--- src/logic/capture_seq_pkg.sv ---
// Constants, register map and types of the camera capture sequencer
`default_nettype none
package capture_seq_pkg;

  // ----------------------------------------------------------------
  // Register byte offsets
  // ----------------------------------------------------------------
  localparam logic [5:0] OFS_CTRL = 6'h00;
  localparam logic [5:0] OFS_CMD = 6'h04;
  localparam logic [5:0] OFS_EXPO = 6'h08;
  localparam logic [5:0] OFS_PERIOD = 6'h0C;
  localparam logic [5:0] OFS_FLASH = 6'h10;
  localparam logic [5:0] OFS_STATUS = 6'h14;
  localparam logic [5:0] OFS_IGNORED = 6'h18;
  localparam logic [5:0] OFS_IRQ_STAT = 6'h1C;
  localparam logic [5:0] OFS_IRQ_MASK = 6'h20;

  // ----------------------------------------------------------------
  // Field positions
  // ----------------------------------------------------------------
  localparam int CTRL_OPEN_BIT = 0;
  localparam int CTRL_MODE_LSB = 1;
  localparam int CTRL_FLASH_EN_BIT = 3;
  localparam int CTRL_FLASH_MAN_BIT = 4;
  localparam int CTRL_GPO_BIT = 5;
  localparam int CMD_SNAP_BIT = 0;
  localparam int CMD_LIVE_BIT = 1;
  localparam int CMD_STOP_BIT = 2;
  localparam int STAT_LIVE_BIT = 3;
  localparam int STAT_ARMED_BIT = 4;
  localparam int STAT_TRIG_LVL_BIT = 5;
  localparam int IRQ_FRAME_BIT = 0;
  localparam int IRQ_IGNORED_BIT = 1;
  localparam int IRQ_MODE_ERR_BIT = 2;
  localparam int IRQ_W = 3;

  // ----------------------------------------------------------------
  // Reset values and timing
  // ----------------------------------------------------------------
  localparam logic [15:0] EXPO_RST = 16'h03E8;
  localparam logic [15:0] PERIOD_RST = 16'h07D0;
  localparam logic [15:0] FLASH_RST = 16'h0000;
  localparam int CLK_PERIOD_NS = 10;
  localparam int READOUT_NS = 20000;
  localparam int READOUT_CYC = (READOUT_NS + CLK_PERIOD_NS - 1) / CLK_PERIOD_NS;

  typedef enum logic [1:0] {
    MODE_STANDBY = 2'b00,
    MODE_FREERUN = 2'b01,
    MODE_SW_TRIG = 2'b10,
    MODE_HW_TRIG = 2'b11
  } mode_type;

  typedef enum logic [2:0] {
    ST_STBY = 3'b000,
    ST_FREE = 3'b001,
    ST_TIDLE = 3'b010,
    ST_EXPOSE = 3'b011,
    ST_READ = 3'b100,
    ST_XFER = 3'b101
  } seq_state_type;

endpackage : capture_seq_pkg
`default_nettype wire

--- src/logic/trigger_edge_sync.sv ---
// Trigger input synchroniser and active-edge detector
`timescale 1ns/1ps
`default_nettype none
module trigger_edge_sync
#(
  parameter bit ACTIVE_HIGH = 1'b1
)
(
  input wire logic clock_i,
  input wire logic rst_b_i,
  input wire logic trig_i,
  output logic level_o,
  output logic edge_o
);

  typedef struct packed {
    logic meta;
    logic sync;
    logic prev;
    logic edge_p;
  } sync_state_type;

  sync_state_type r;
  sync_state_type n;

  always_comb
  begin
    n = r;
    n.meta = ACTIVE_HIGH ? trig_i : ~trig_i;
    n.sync = r.meta;
    n.prev = r.sync;
    // One pulse per pulse of the pin, however long it lasts
    n.edge_p = r.sync & ~r.prev;
  end

  always_ff @(posedge clock_i)
  begin
    if (!rst_b_i)
      r <= '0;
    else
      r <= n;
  end

  assign level_o = r.prev;
  assign edge_o = r.edge_p;

endmodule : trigger_edge_sync
`default_nettype wire

--- src/logic/capture_sequencer.sv ---
// Camera capture mode sequencer with Avalon-MM register slave
//
// The implementer's own choices: the Avalon-MM register port and the address map.
`timescale 1ns/1ps
`default_nettype none
module capture_sequencer
  import capture_seq_pkg::*;
#(
  parameter int CW = 16,
  parameter int IW = 16,
  parameter int RD_CYC = READOUT_CYC
)
(
  input wire logic clock_i,
  input wire logic rst_b_i,
  input wire logic [5:0] avs_address_i,
  input wire logic avs_read_i,
  input wire logic avs_write_i,
  input wire logic [31:0] avs_writedata_i,
  input wire logic [3:0] avs_byteenable_i,
  output logic [31:0] avs_readdata_o,
  output logic avs_waitrequest_o,
  input wire logic trig_i,
  input wire logic xfer_done_i,
  output logic sensor_power_o,
  output logic expose_o,
  output logic flash_o,
  output logic frame_o,
  output logic frame_black_o,
  output logic gpo_o,
  output logic irq_o
);

  // ----------------------------------------------------------------
  // Parameter checks
  // ----------------------------------------------------------------
  if (CW < 2 || CW > 32 || IW < 1 || IW > 32)
    $error("capture_sequencer: counter widths out of range");
  if (RD_CYC < 1 || RD_CYC >= (2 ** CW))
    $error("capture_sequencer: readout count does not fit");

  localparam logic [CW-1:0] RD_LAST = CW'(RD_CYC - 1);
  localparam logic [IW-1:0] IGN_MAX = '1;

  typedef struct packed {
    seq_state_type st;
    mode_type mode;
    logic open;
    logic flash_en;
    logic flash_man;
    logic gpo;
    logic [CW-1:0] expo;
    logic [CW-1:0] period;
    logic [CW-1:0] flash_dly;
    logic [CW-1:0] cnt;
    logic first_done;
    logic black;
    logic snap_pend;
    logic snap_take;
    logic live;
    logic armed;
    logic [IW-1:0] ignored;
    logic [IRQ_W-1:0] istat;
    logic [IRQ_W-1:0] imask;
    logic ack;
    logic [31:0] rdata;
    logic power;
    logic expose;
    logic flash;
    logic frame;
    logic frame_black;
    logic irq;
  } seq_reg_type;

  localparam seq_reg_type RST = '{
    st: ST_STBY, mode: MODE_STANDBY, open: 1'b0, flash_en: 1'b0,
    flash_man: 1'b0, gpo: 1'b0, expo: CW'(EXPO_RST),
    period: CW'(PERIOD_RST), flash_dly: CW'(FLASH_RST), cnt: '0,
    first_done: 1'b0, black: 1'b0, snap_pend: 1'b0, snap_take: 1'b0,
    live: 1'b0, armed: 1'b0, ignored: '0, istat: '0, imask: '0,
    ack: 1'b0, rdata: '0, power: 1'b0, expose: 1'b0, flash: 1'b0,
    frame: 1'b0, frame_black: 1'b0, irq: 1'b0};

  seq_reg_type r;
  seq_reg_type n;
  logic trig_level;
  logic trig_edge;

  trigger_edge_sync #(.ACTIVE_HIGH(1'b1)) u_trig
  (
    .clock_i(clock_i),
    .rst_b_i(rst_b_i),
    .trig_i(trig_i),
    .level_o(trig_level),
    .edge_o(trig_edge)
  );

  function automatic logic [31:0] merge_be(input logic [31:0] old_v,
                                           input logic [31:0] new_v,
                                           input logic [3:0] be);
    logic [31:0] res;
    res = old_v;
    for (int i = 0; i < 4; i++)
      if (be[i])
        res[8*i +: 8] = new_v[8*i +: 8];
    return res;
  endfunction : merge_be

  // ----------------------------------------------------------------
  // Next-state logic
  // ----------------------------------------------------------------
  logic [31:0] rv;
  logic [31:0] wm;
  logic [IRQ_W-1:0] ev;
  logic wr;
  logic rd;
  logic snap;
  logic live_on;
  logic stop;
  logic hw;
  logic busy;
  logic hit;
  logic go;
  logic last;
  logic trig_act;
  mode_type m;
  logic [CW-1:0] wv;

  always_comb
  begin
    n = r;
    ev = '0;
    m = r.mode;
    wr = avs_write_i && r.ack;
    rd = avs_read_i && r.ack;
    // One wait state: request taken on the edge where waitrequest is low
    n.ack = (avs_read_i || avs_write_i) && !r.ack;
    n.frame = 1'b0;
    n.frame_black = 1'b0;
    rv = '0;
    if (avs_address_i == OFS_CTRL)
      rv = {26'h0, r.gpo, r.flash_man, r.flash_en, r.mode, r.open};
    else if (avs_address_i == OFS_EXPO)
      rv = 32'(r.expo);
    else if (avs_address_i == OFS_PERIOD)
      rv = 32'(r.period);
    else if (avs_address_i == OFS_FLASH)
      rv = 32'(r.flash_dly);
    else if (avs_address_i == OFS_STATUS)
      rv = {26'h0, trig_level, r.armed, r.live, r.st};
    else if (avs_address_i == OFS_IGNORED)
      rv = 32'(r.ignored);
    else if (avs_address_i == OFS_IRQ_STAT)
      rv = 32'(r.istat);
    else if (avs_address_i == OFS_IRQ_MASK)
      rv = 32'(r.imask);
    if (n.ack)
      n.rdata = rv;
    wm = merge_be(rv, avs_writedata_i, avs_byteenable_i);
    wv = wm[CW-1:0];
    snap = wr && avs_address_i == OFS_CMD && wm[CMD_SNAP_BIT];
    live_on = wr && avs_address_i == OFS_CMD && wm[CMD_LIVE_BIT];
    stop = wr && avs_address_i == OFS_CMD && wm[CMD_STOP_BIT];
    hw = r.mode == MODE_HW_TRIG;
    busy = r.st == ST_EXPOSE || r.st == ST_READ || r.st == ST_XFER;
    hit = hw ? trig_edge : snap;
    go = hw ? (trig_edge && r.armed) : (snap || r.live);
    last = r.cnt == r.period - 1'b1;
    trig_act = (r.mode == MODE_SW_TRIG || hw) && (r.live || r.armed || busy);

    case (r.st)
      ST_STBY:
      begin
        n.expose = 1'b0;
        n.flash = 1'b0;
      end
      ST_FREE:
      begin
        // Exposure of the next frame runs during readout of this one
        n.cnt = last ? '0 : r.cnt + 1'b1;
        n.expose = n.cnt < r.expo;
        // Flash timing needs the end of the first frame first
        n.flash = n.expose && r.first_done && r.flash_en && r.live
                  && n.cnt >= r.flash_dly;
        if (last)
        begin
          ev[IRQ_FRAME_BIT] = 1'b1;
          n.first_done = 1'b1;
          n.black = 1'b0;
          n.snap_take = r.snap_pend;
          n.snap_pend = 1'b0;
          if (r.live || r.snap_take)
          begin
            n.frame = 1'b1;
            n.frame_black = r.black;
          end
        end
        if (snap)
          n.snap_pend = 1'b1;
      end
      ST_TIDLE:
      begin
        n.expose = 1'b0;
        n.flash = 1'b0;
        if (go)
        begin
          n.st = ST_EXPOSE;
          n.cnt = '0;
          n.expose = 1'b1;
          n.flash = r.flash_en && r.flash_dly == '0;
          if (hw && !r.live)
            n.armed = 1'b0;
        end
      end
      ST_EXPOSE:
      begin
        n.cnt = r.cnt + 1'b1;
        n.flash = r.flash_en && n.cnt >= r.flash_dly;
        if (r.cnt >= r.expo - 1'b1)
        begin
          n.st = ST_READ;
          n.cnt = '0;
          n.expose = 1'b0;
          n.flash = 1'b0;
        end
      end
      ST_READ:
      begin
        n.cnt = r.cnt + 1'b1;
        if (r.cnt == RD_LAST)
        begin
          n.st = ST_XFER;
          n.frame = 1'b1;
        end
      end
      ST_XFER:
      begin
        // Re-arming waits for the host to finish taking the frame
        if (xfer_done_i)
        begin
          n.st = ST_TIDLE;
          ev[IRQ_FRAME_BIT] = 1'b1;
        end
      end
      default:
        n.st = ST_STBY;
    endcase

    if (busy && hit)
    begin
      ev[IRQ_IGNORED_BIT] = 1'b1;
      if (r.ignored != IGN_MAX)
        n.ignored = r.ignored + 1'b1;
    end

    if (snap && hw)
      n.armed = 1'b1;
    if (live_on)
    begin
      n.live = 1'b1;
      n.armed = hw;
    end
    if (stop)
    begin
      n.live = 1'b0;
      n.armed = 1'b0;
      n.snap_pend = 1'b0;
    end

    if (wr && avs_address_i == OFS_EXPO)
      n.expo = (wv == '0) ? CW'(1) : wv;
    if (wr && avs_address_i == OFS_PERIOD)
      n.period = (wv == '0) ? CW'(1) : wv;
    if (wr && avs_address_i == OFS_IRQ_MASK)
      n.imask = wm[IRQ_W-1:0];
    if (wr && avs_address_i == OFS_FLASH)
    begin
      n.flash_dly = wv;
      if (r.st == ST_FREE)
      begin
        n.cnt = '0;
        n.first_done = 1'b0;
        n.black = 1'b1;
        n.snap_take = 1'b0;
        n.flash = 1'b0;
      end
    end
    if (wr && avs_address_i == OFS_CTRL)
    begin
      n.flash_en = wm[CTRL_FLASH_EN_BIT];
      n.flash_man = wm[CTRL_FLASH_MAN_BIT];
      n.gpo = wm[CTRL_GPO_BIT];
      m = mode_type'(wm[CTRL_MODE_LSB +: 2]);
      // Free-run while triggering is still active is refused and flagged
      if (m == MODE_FREERUN && trig_act)
      begin
        m = r.mode;
        ev[IRQ_MODE_ERR_BIT] = 1'b1;
      end
      n.mode = m;
      n.open = wm[CTRL_OPEN_BIT] || m != MODE_STANDBY;
      if (m != r.mode || n.open != r.open)
      begin
        n.cnt = '0;
        n.first_done = 1'b0;
        n.black = 1'b0;
        n.snap_pend = 1'b0;
        n.snap_take = 1'b0;
        n.live = 1'b0;
        n.armed = 1'b0;
        n.expose = 1'b0;
        n.flash = 1'b0;
        if (!n.open || m == MODE_STANDBY)
          n.st = ST_STBY;
        else if (m == MODE_FREERUN)
          n.st = ST_FREE;
        else
          n.st = ST_TIDLE;
      end
    end

    n.power = n.st != ST_STBY;
    // Manual flash and the general output work in standby as well
    n.flash = n.flash || n.flash_man;
    // Clear only the bits the read returned; later events survive
    if (rd && avs_address_i == OFS_IRQ_STAT)
      n.istat = (r.istat & ~r.rdata[IRQ_W-1:0]) | ev;
    else
      n.istat = r.istat | ev;
    n.irq = |(n.istat & n.imask);
  end

  always_ff @(posedge clock_i)
  begin
    if (!rst_b_i)
      r <= RST;
    else
      r <= n;
  end

  assign avs_readdata_o = r.rdata;
  assign avs_waitrequest_o = !r.ack;
  assign sensor_power_o = r.power;
  assign expose_o = r.expose;
  assign flash_o = r.flash;
  assign frame_o = r.frame;
  assign frame_black_o = r.frame_black;
  assign gpo_o = r.gpo;
  assign irq_o = r.irq;
endmodule : capture_sequencer
`default_nettype wire

--- config.mk ---
export PLATFORM = sky130hd
export DESIGN_NAME = capture_sequencer
export DESIGN_NICKNAME = d
export VERILOG_FILES = /design/src/logic/capture_seq_pkg.sv /design/src/logic/trigger_edge_sync.sv /design/src/logic/capture_sequencer.sv
export SDC_FILE = /design/constraint.sdc
export NUM_CORES = 1
export LEC_CHECK = 0
export ABC_AREA = 1
export BUFFER_PORTS_ARGS = -buffer_cell sky130_fd_sc_hd__buf_2
export CAP_MARGIN = 15
export CORE_ASPECT_RATIO = 2
export CORE_MARGIN = 2
export CORE_UTILIZATION = 51
export DETAILED_ROUTE_END_ITERATION = 16
export HOLD_SLACK_MARGIN = 0.1
export PLACE_DENSITY = 0.77
export SLEW_MARGIN = 20
export SYNTH_ARGS = -nofsm -noshare
export SYNTH_HDL_FRONTEND = slang
export SYNTH_HIERARCHICAL = 1
export SYNTH_SLANG_ARGS = --single-unit
--- constraint.sdc ---
create_clock -name clock_i -period 10.6 [get_ports clock_i]
set_input_delay 2.12 -clock clock_i [delete_from_list [all_inputs] [get_ports clock_i]]
set_output_delay 2.12 -clock clock_i [all_outputs]
set_load 0.03 [all_outputs]
==> metrics.txt, run 1 <==
Hold Violations, Final 0; routed wire length 28,500 µm; routed vias 9,299; sequential area share after synthesis 0.276; unrepaired setup endpoints after global routing no; number of flops mapped to enable cells by yosys 0; PortBufs 53; slew margin rel. 0.242; Unique masters post-synth 54; async set-reset flop share out of synthesis 0; initial antenna violation count 0; area delta synth->final 8.34%; H-tree Lvls 4; CTS clk-pin slew, worst paths 0.06 ns; Rows 69; die area 0.0194 mm²; share of cells above drive strength 1 0.103; RR Startpoint r[115]$_SDFFE_PN0P_; Crit path top cell by count nand2_1; Critical Path, Cell by Cell inv_1, nand3_1, nor3_1, nand3_1, nor3_1, nand2_1, nor2_1, nand4_1, xor2_1, ha_1, nand2_1, inv_1, nand3_1, nor3_1, nand2_1, nand4_1, nand2_1, a21oi_1, inv_1, a22oi_1, nor2_4; CTS tree yes; CP Launch Type flip-flop; Final Cell Area 0.0101 mm²; CTS root buf clkbuf_16; post-DR vias/cell 5.67; total power 1.15 mW; Power Density 114 mW/mm²; Starting Density 0.522; Synth Warn # 6; status finished clean; RR Endpoint r[73]$_SDFF_PN0_; post-CTS sizing 0; Slew @ Worst Pin 1.13 ns; CP Max Fanout 11; pin count of the biggest net entering global routing 60; Final GP Congestion 0.999; arrival time worst endpoint 5.18 ns; number of max-cap violations 0; reg2reg path depth 21; min-delay worst type flip-flop to flip-flop; crit path from r[115]$_SDFFE_PN0P_; first-pass GRT wire length 44,600 µm; drt initial violations 600; Critical path buffers and inverters 3; Cells after DPL 1,608; clock buffer depth 2; Crit-path slowest cell nor3_1; Crit Path Class flip-flop to flip-flop; CTS Hold Bufs 0; dominant synthesized flop cell dfxtp_1; WL/cell 17.4 µm; grt ovf 0; # diodes 0; setup_tns 0 ns; Die W 99.4 µm; fin crit period 4.87 ns; # setup viols final 0; CP endpoint kind flip-flop; core outline area 0.0178 mm²; Worst R2R Setup Slack 5.73 ns; Critical Path Stages 21; Leak Pwr 4.68 nW; Final nets 1,527; Clock Sinks 128; Worst EP required 10.91 ns; Max rail drop VDD 0.0000684 V; io pins 88; clk_skew 0.00804 ns; DP Area 0.00948 mm²; Setup Buffers After CTS 0; vias in the first global route 8,948; post-route ant nets 0; fmax 205 MHz; synthesized flop and latch total 128; synthesized area 0.00928 mm²; Post-Syn Instances 1,392; drt first pass iters 5; Die Ht 195 µm; final non-filler cell total 1,640; CP top delay family simple AND/OR/NAND/NOR gates; CP Capture Point r[73]$_SDFF_PN0_; Worst path max stage delay 0.55 ns; hpwl dp 22,500 µm; Tcrit/Tclk final 0.459; CTS buffer count 17; total global-route track usage 0.296; Final Max Slew Viols 0; Residual DRC 0; Clk Latency, worst-skew pair 0.43 ns; Post-Synthesis Mean Instance Area 6.67 µm²
-- worst register-to-register path, delay by kind of cell (launching register included) --
kind | cells | cell delay [ns]
AOI/OAI and AO/OA | 2 | 0.53
xor gates and xnor gates | 1 | 0.17
adders and majority gates | 1 | 0.30
buffers and inverters | 3 | 0.45
DFF | 1 | 0.34
and+or+nand+nor | 14 | 2.94
-- cells in the mapped netlist (5+ instances only) --
master    number  area share
nand2_1      265        0.11
inv_1        204       0.083
nor2_1       137       0.055
dfxtp_1      128        0.28
o21ai_0      119       0.064
a21oi_1      106       0.057
ha_1          65       0.088
nand3_1       61       0.033
buf_4         35       0.028
xor2_1        34       0.032
nor3_1        30       0.016
nand4_1       29       0.020
clkbuf_1      25       0.010
o211ai_1      17       0.014
a22oi_1       14       0.011
nor2_4        13       0.016
nor2_2        10      0.0067
xnor2_1       10      0.0094
inv_2          9      0.0036
nor4_1         7      0.0047
nand2_2        6      0.0040
nand3_2        6      0.0065
o221ai_1       6      0.0057
a211oi_1       5      0.0040
o21a_1         5      0.0040
-- worst min-delay path by stage --
stage | from | cells past startpoint | slack [ns] | endpoint
finish | u_trig/n[2]$_SDFF_PN0_ | 2 | 0.43 | u_trig/n[1]$_SDFF_PN0_
global route | u_trig/n[2]$_SDFF_PN0_ | 2 | 0.45 | u_trig/n[1]$_SDFF_PN0_
CTS | u_trig/n[2]$_SDFF_PN0_ | 2 | 0.43 | u_trig/n[1]$_SDFF_PN0_
detailed placement | u_trig/n[2]$_SDFF_PN0_ | 2 | 0.42 | u_trig/n[1]$_SDFF_PN0_
global placement | u_trig/n[2]$_SDFF_PN0_ | 2 | 0.41 | u_trig/n[1]$_SDFF_PN0_
floorplan | u_trig/n[2]$_SDFF_PN0_ | 2 | 0.39 | u_trig/n[1]$_SDFF_PN0_
-- layout make-up --
cell class,count,area [µm²]
fillers,1730,7730
flip-flops and latches,128,2560
well taps,213,267
inverters,214,806
clock inverters,11,108
repair buffers,58,303
multi-input cells,995,5540
clock buffers,21,470
-- layer usage --
metal | wire [µm] | vias up | track usage | share of wire
met5 | 0 | - | 0 | 0
met4 | 2630 | 0 | 0.248 | 0.092
met3 | 1190 | 129 | 0.0363 | 0.042
met2 | 14600 | 345 | 0.527 | 0.51
met1 | 10100 | 4254 | 0.297 | 0.35
li1 | - | 4571 | - | -
-- power by group --
group / internal [mW] / leakage (nW) / switching (mW) / total [mW]
Combinational: 0.0208 / 3.36 / 0.0616 / 0.0824
Clock: 0.342 / 0.280 / 0.233 / 0.576
Sequential: 0.487 / 1.03 / 0.00379 / 0.491
Total: 0.850 / 4.68 / 0.299 / 1.15
-- flip-flops by register name, summed over array words and instances, names as in the netlist --
register        flops
expose_o            1
avs_readdata_o     16
frame_o             1
irq_o               1
gpo_o               1
u_trig/n            2
u_trig/level_o      1
r                 101
flash_o             1
u_trig/edge_o       1
sensor_power_o      1
frame_black_o       1
-- cell usage in the layout, fill, tap and decap left out, types with 3 or more instances in the layout --
cell type,instances
a211oi_1,5
a21oi_1,106
a22oi_1,14
buf_2,53
buf_4,5
clkbuf_16,17
clkbuf_8,3
clkinv_4,5
conb_1,16
dfxtp_1,128
ha_1,65
inv_1,204
inv_2,9
nand2_1,265
nand2_2,6
nand2_4,3
nand3_1,61
nand3_2,6
nand3b_1,4
nand4_1,29
nor2_1,136
nor2_2,11
nor2_4,13
nor3_1,30
nor4_1,7
o211ai_1,17
o21a_1,5
o21ai_0,119
o21ai_1,3
o221ai_1,6
xnor2_1,10
xor2_1,34
-- cell families (layout without fill, tap and decap cells) --
logic type               after synthesis  in the layout  synth area share
AO/OA/AOI/OAI                        291            291             0.176
flip-flops                           128            128             0.276
XOR/XNOR                              45             45            0.0439
AND/OR/NAND/NOR                      578            578             0.282
other                                  1             16          0.000404
buffers and inverters                284            304             0.133
adder cells (fa/ha/maj)               65             65            0.0876
-- stage by stage --
stage	util	hold slack, ns	setup slack (ns)
final	0.565	0.426	5.73
after global routing	0.565	0.448	5.47
after CTS	0.565	0.431	5.80
after detailed placement	0.533	0.417	5.38
after global placement	0.533	0.413	5.43
after floorplan	-	0.390	6.63
(Power assumes the default switching activity.)
==> run 2: changes to the inputs <==
==> constraint.sdc (replaced) <==
create_clock -name clock_i -period 4.6 [get_ports clock_i]
set_input_delay 0.92 -clock clock_i [delete_from_list [all_inputs] [get_ports clock_i]]
set_output_delay 0.92 -clock clock_i [all_outputs]
set_load 0.03 [all_outputs]
==> metrics.txt, run 2 (synthesis gave the netlist of run 1 again) <==
M1 GR Usage 0.291; number of max-cap violations 0; CP endpoint kind flip-flop; Hold Crit Start u_trig/n[2]$_SDFF_PN0_; setup_tns 0 ns; drt first pass iters 5; die area 0.0194 mm²; Worst EP required 4.91 ns; CTS buffer count 17; post-CTS sizing 0; H-tree Lvls 4; commonest non-fill, non-tap cell in the layout nand2_1; Final nets 1,544; Setup Buffers After CTS 0; Starting Density 0.522; Tcrit/Tclk final 0.909; WHS 0.421 ns; Most flops, register r; grt ovf 0; CP Max Fanout 11; routed vias 9,353; core outline area 0.0178 mm²; crit path from r[117]$_SDFFE_PN0P_; post-route worst setup slack 0.417 ns; pin count of the biggest net entering global routing 32; clk_skew 0.00837 ns; RR Startpoint r[117]$_SDFFE_PN0P_; GRT Max-Usage Layer met2; Hold Violations, Final 0; Max rail drop VDD 0.000180 V; met3 Track Usage GR 0.0417; Rows 69; CTS clk-pin slew, worst paths 0.06 ns; arrival time worst endpoint 4.49 ns; routed wire length 28,900 µm; final non-filler cell total 1,657; commonest cells after routing, fill and taps aside 265 x nand2_1, 204 x inv_1, 137 x nor2_1; drt initial violations 700; fmax 239 MHz; CTS Hold Bufs 0; slew margin rel. 0.525; post-DR vias/cell 5.64; status finished clean; Power Density 267 mW/mm²; hpwl dp 23,000 µm; total global-route track usage 0.301; share of cells above drive strength 1 0.114; PortBufs 53; first-pass GRT wire length 45,500 µm; CP Launch Type flip-flop; Cells after DPL 1,625; max reg flops 101; CTS root buf clkbuf_16; CTS tree yes; io pins 88; Final Max Slew Viols 0; min-delay worst type flip-flop to flip-flop; Crit Path Class flip-flop to flip-flop; Die Ht 195 µm; initial antenna violation count 0; pre-CTS setup slack 0.521 ns; unrepaired setup endpoints after global routing no; # setup viols final 0; Final GP Congestion 1.01; Residual DRC 0; Slew @ Worst Pin 0.711 ns; vias in the first global route 9,313; post-route ant nets 0; Leak Pwr 4.78 nW; clock buffer depth 2; Die W 99.4 µm; # diodes 0; total power 2.72 mW; area delta synth->final 10.0%; Clock Sinks 128; WL/cell 17.4 µm; Clk Latency, worst-skew pair 0.43 ns; GRT met2 Usage 0.536; fin crit period 4.18 ns
==> run 2: changes by cell type in the layout (fill, tap and decap cells not counted), sizes merged <==
cell      delta
inv          +2
buf         +17
clkinvlp     +1
clkinv       -4
bufinv       +1
==> run 2: through the flow <==
step	instance area (µm²)	utilization
after global placement	9600	0.540
after floorplan	9340	-
final	10200	0.574
after detailed placement	9600	0.540
after global routing	10200	0.574
after CTS	10200	0.574
==> run 2: worst paths after layout <==
check                                end  slack, ns  cells past startpoint
setup / recovery        r[82]$_SDFF_PN0_       0.42                     22
hold / removal    u_trig/n[1]$_SDFF_PN0_       0.42                      2
setup reg to reg        r[82]$_SDFF_PN0_       0.42                     22
hold reg to reg   u_trig/n[1]$_SDFF_PN0_       0.42                      2
==> run 2: where the power goes <==
part           leakage, nW  internal, mW  switching [mW]  total [mW]
registers             1.03          1.12         0.00828        1.13
logic                 3.45        0.0490           0.142       0.191
clock network        0.292         0.859           0.541        1.40
total                 4.78          2.03           0.691        2.72
==> run 2: worst max-delay path: stages (launching register included) <==
cell and delay (ns):
dfxtp_1 0.38, inv_1 0.12, nand3_1 0.13, nor3_1 0.31, nand3_1 0.22, nor3_1 0.28, nand2_1 0.12, nor2_1 0.25
nand4_1 0.16, xor2_1 0.17, ha_1 0.30, nand2_1 0.07, inv_1 0.05, nand3_1 0.09, nor3_1 0.24, buf_4 0.20
nand2_1 0.07, nand4_1 0.11, nand2_1 0.08, a21oi_1 0.12, inv_1 0.22, a22oi_1 0.32, nor2_4 0.03
==> run 2: area by class of cell <==
| type | instances | area (µm²) |
|---|---|---|
| multi-input cells | 995 | 5540 |
| flip-flops and latches | 128 | 2560 |
| well taps | 213 | 267 |
| inverters | 214 | 806 |
| repair buffers | 75 | 430 |
| clock inverters | 11 | 128 |
| clock buffers | 21 | 480 |
| fillers | 1762 | 7570 |
==> run 2: layer usage <==
layer	wire length, µm	vias up
met2	14700	349
li1	-	4591
met5	0	-
met1	10100	4286
met4	2800	0
met3	1250	127
==> run 3: changes to the inputs <==
--- a/config.mk
+++ b/config.mk
@@ -6,14 +6,14 @@
 export NUM_CORES = 1
 export LEC_CHECK = 0
 export ABC_AREA = 1
-export BUFFER_PORTS_ARGS = -buffer_cell sky130_fd_sc_hd__buf_2
+export BUFFER_PORTS_ARGS = -buffer_cell sky130_fd_sc_hd__clkbuf_2
 export CAP_MARGIN = 15
 export CORE_ASPECT_RATIO = 2
 export CORE_MARGIN = 2
-export CORE_UTILIZATION = 51
+export CORE_UTILIZATION = 45
 export DETAILED_ROUTE_END_ITERATION = 16
 export HOLD_SLACK_MARGIN = 0.1
-export PLACE_DENSITY = 0.77
+export PLACE_DENSITY = 0.7
 export SLEW_MARGIN = 20
 export SYNTH_ARGS = -nofsm -noshare
 export SYNTH_HDL_FRONTEND = slang
==> metrics.txt, run 3 (synthesis gave the netlist of run 1 again) <==
Cells after DPL 1,678; Die W 106 µm; CP endpoint kind flip-flop; arrival time worst endpoint 4.63 ns; core outline area 0.0204 mm²; Register Area 0.00256 mm²; total global-route track usage 0.272; routed wire length 29,500 µm; Most flops, register r; Crit-path slowest cell nor3_1; H-tree Lvls 4; routed vias 9,369; Slew @ Worst Pin 0.975 ns; hpwl dp 23,500 µm; die area 0.0219 mm²; Residual DRC 0; Critical path buffers and inverters 5; setup_tns 0 ns; Power Density 263 mW/mm²; multi-input logic area 0.00554 mm²; Hold Violations, Final 0; CP Max Fanout 11; post-DR vias/cell 5.48; Clock Sinks 128; CTS clk-pin slew, worst paths 0.06 ns; grt ovf 0; clk_skew 0.00750 ns; PortBufs 53; area delta synth->final 10.6%; metal2 WL 15,400 µm; Worst EP required 4.98 ns; status finished clean; post-CTS sizing 0; share of cells above drive strength 1 0.113; io pins 88; Leak Pwr 4.76 nW; Tcrit/Tclk final 0.924; crit path from r[117]$_SDFFE_PN0P_; Final nets 1,544; Setup Buffers After CTS 0; Final GP Congestion 1.01; sequential power share 0.419; clock buffer depth 2; CP top delay family simple AND/OR/NAND/NOR gates; first-pass GRT wire length 46,000 µm; Crit path top cell by count inv_1; initial antenna violation count 0; Starting Density 0.456; Hold Crit Start u_trig/n[2]$_SDFF_PN0_; CTS buffer count 17; slew margin rel. 0.349; drt initial violations 659; commonest cells after routing, fill and taps aside 265 x nand2_1, 204 x inv_1, 137 x nor2_1; number of max-cap violations 0; post-route ant nets 0; Critical Path, Cell by Cell inv_1, nand3_1, nor3_1, nand3_1, nor3_1, nand2_1, nor2_1, nand4_1, xor2_1, ha_1, nand2_1, inv_1, nand3_1, inv_1, a21oi_1, buf_4, nand4_1, nand2_1, a21oi_1, inv_1, a22oi_1, nor2_4; pin count of the biggest net entering global routing 59; Rows 74; Sw Ratio 0.251; RR Startpoint r[117]$_SDFFE_PN0P_; internal power 2.02 mW; met3 wire len 1200 µm; fmax 235 MHz; post-route met1 wirelength 10,400 µm; Gate power share 0.071; # setup viols final 0; Top Layer Used met4; FILL cells 2,126; max reg flops 101; Clk Latency, worst-skew pair 0.44 ns; fin crit period 4.25 ns; Worst path max stage delay 0.41 ns; # diodes 0; CTS root buf clkbuf_16; unrepaired setup endpoints after global routing no; Crit Path Class flip-flop to flip-flop; clock network fraction of total power 0.510; min-delay worst type flip-flop to flip-flop; final non-filler cell total 1,710; Final Max Slew Viols 0; Psw 0.677 mW; CTS tree yes; drt first pass iters 5; CTS Hold Bufs 0; Max rail drop VDD 0.000278 V; Core Util, Final 0.504; WL/cell 17.2 µm; Die Ht 207 µm; vias in the first global route 8,934; CP Launch Type flip-flop; commonest non-fill, non-tap cell in the layout nand2_1
run 3: changes by cell type in the layout (fill, tap and decap cells not counted), sizes merged:
cell,change
clkinv,+3
clkbuf,+54
clkinvlp,-1
buf,-53
inv,-3
run 3: tightest hold or removal path: cells and delay by family (launching register included):
family,cells,cell delay [ns]
flops,1,0.30
buf+inv,1,0.04
simple gates,1,0.05
run 3: final cells by class:
class                           instances  area share
Clock inverter                         10      0.0106
Inverter                              214      0.0785
Timing Repair Buffer                   75      0.0419
Multi-Input combinational cell        995       0.540
Tap cell                              266      0.0324
Clock buffer                           22      0.0472
Sequential cell                       128       0.250
run 3: power groups by stage:
stage | logic, mW | registers [mW] | clock network, mW
finish | 0.192 | 1.13 | 1.37
detailed placement | 0.189 | 1.16 | 0
global route | 0.208 | 1.13 | 1.43
global placement | 0.187 | 1.16 | 0
CTS | 0.190 | 1.13 | 1.38
floorplan | 0.159 | 1.15 | 0
run 3: path summary, 6_finish.rpt:
| check | endpoint | slack (ns) | cells after the start |
|---|---|---|---|
| hold reg to reg | u_trig/n[1]$_SDFF_PN0_ | 0.41 | 2 |
| hold / removal | u_trig/n[1]$_SDFF_PN0_ | 0.41 | 2 |
| setup / recovery | r[79]$_SDFF_PN0_ | 0.35 | 22 |
| setup reg to reg | r[79]$_SDFF_PN0_ | 0.35 | 22 |
run 3: routing by layer:
metal	vias to the layer above	GRT usage
li1	4616	-
met1	4285	0.261
met2	346	0.503
met3	122	0.0415
met4	0	0.209
met5	-	0
run 3: stage by stage:
| step | total power [mW] | worst slack, ns | hold slack (ns) | instance area (µm²) |
|---|---|---|---|---|
| finish | 2.70 | 0.352 | 0.412 | 10300 |
| global route | 2.77 | 0.0723 | 0.454 | 10300 |
| CTS | 2.70 | 0.401 | 0.419 | 10300 |
| detailed placement | 1.34 | 0.430 | 0.408 | 9670 |
| global placement | 1.34 | 0.416 | 0.394 | 9670 |
| floorplan | 1.31 | 1.25 | 0.390 | 9340 |
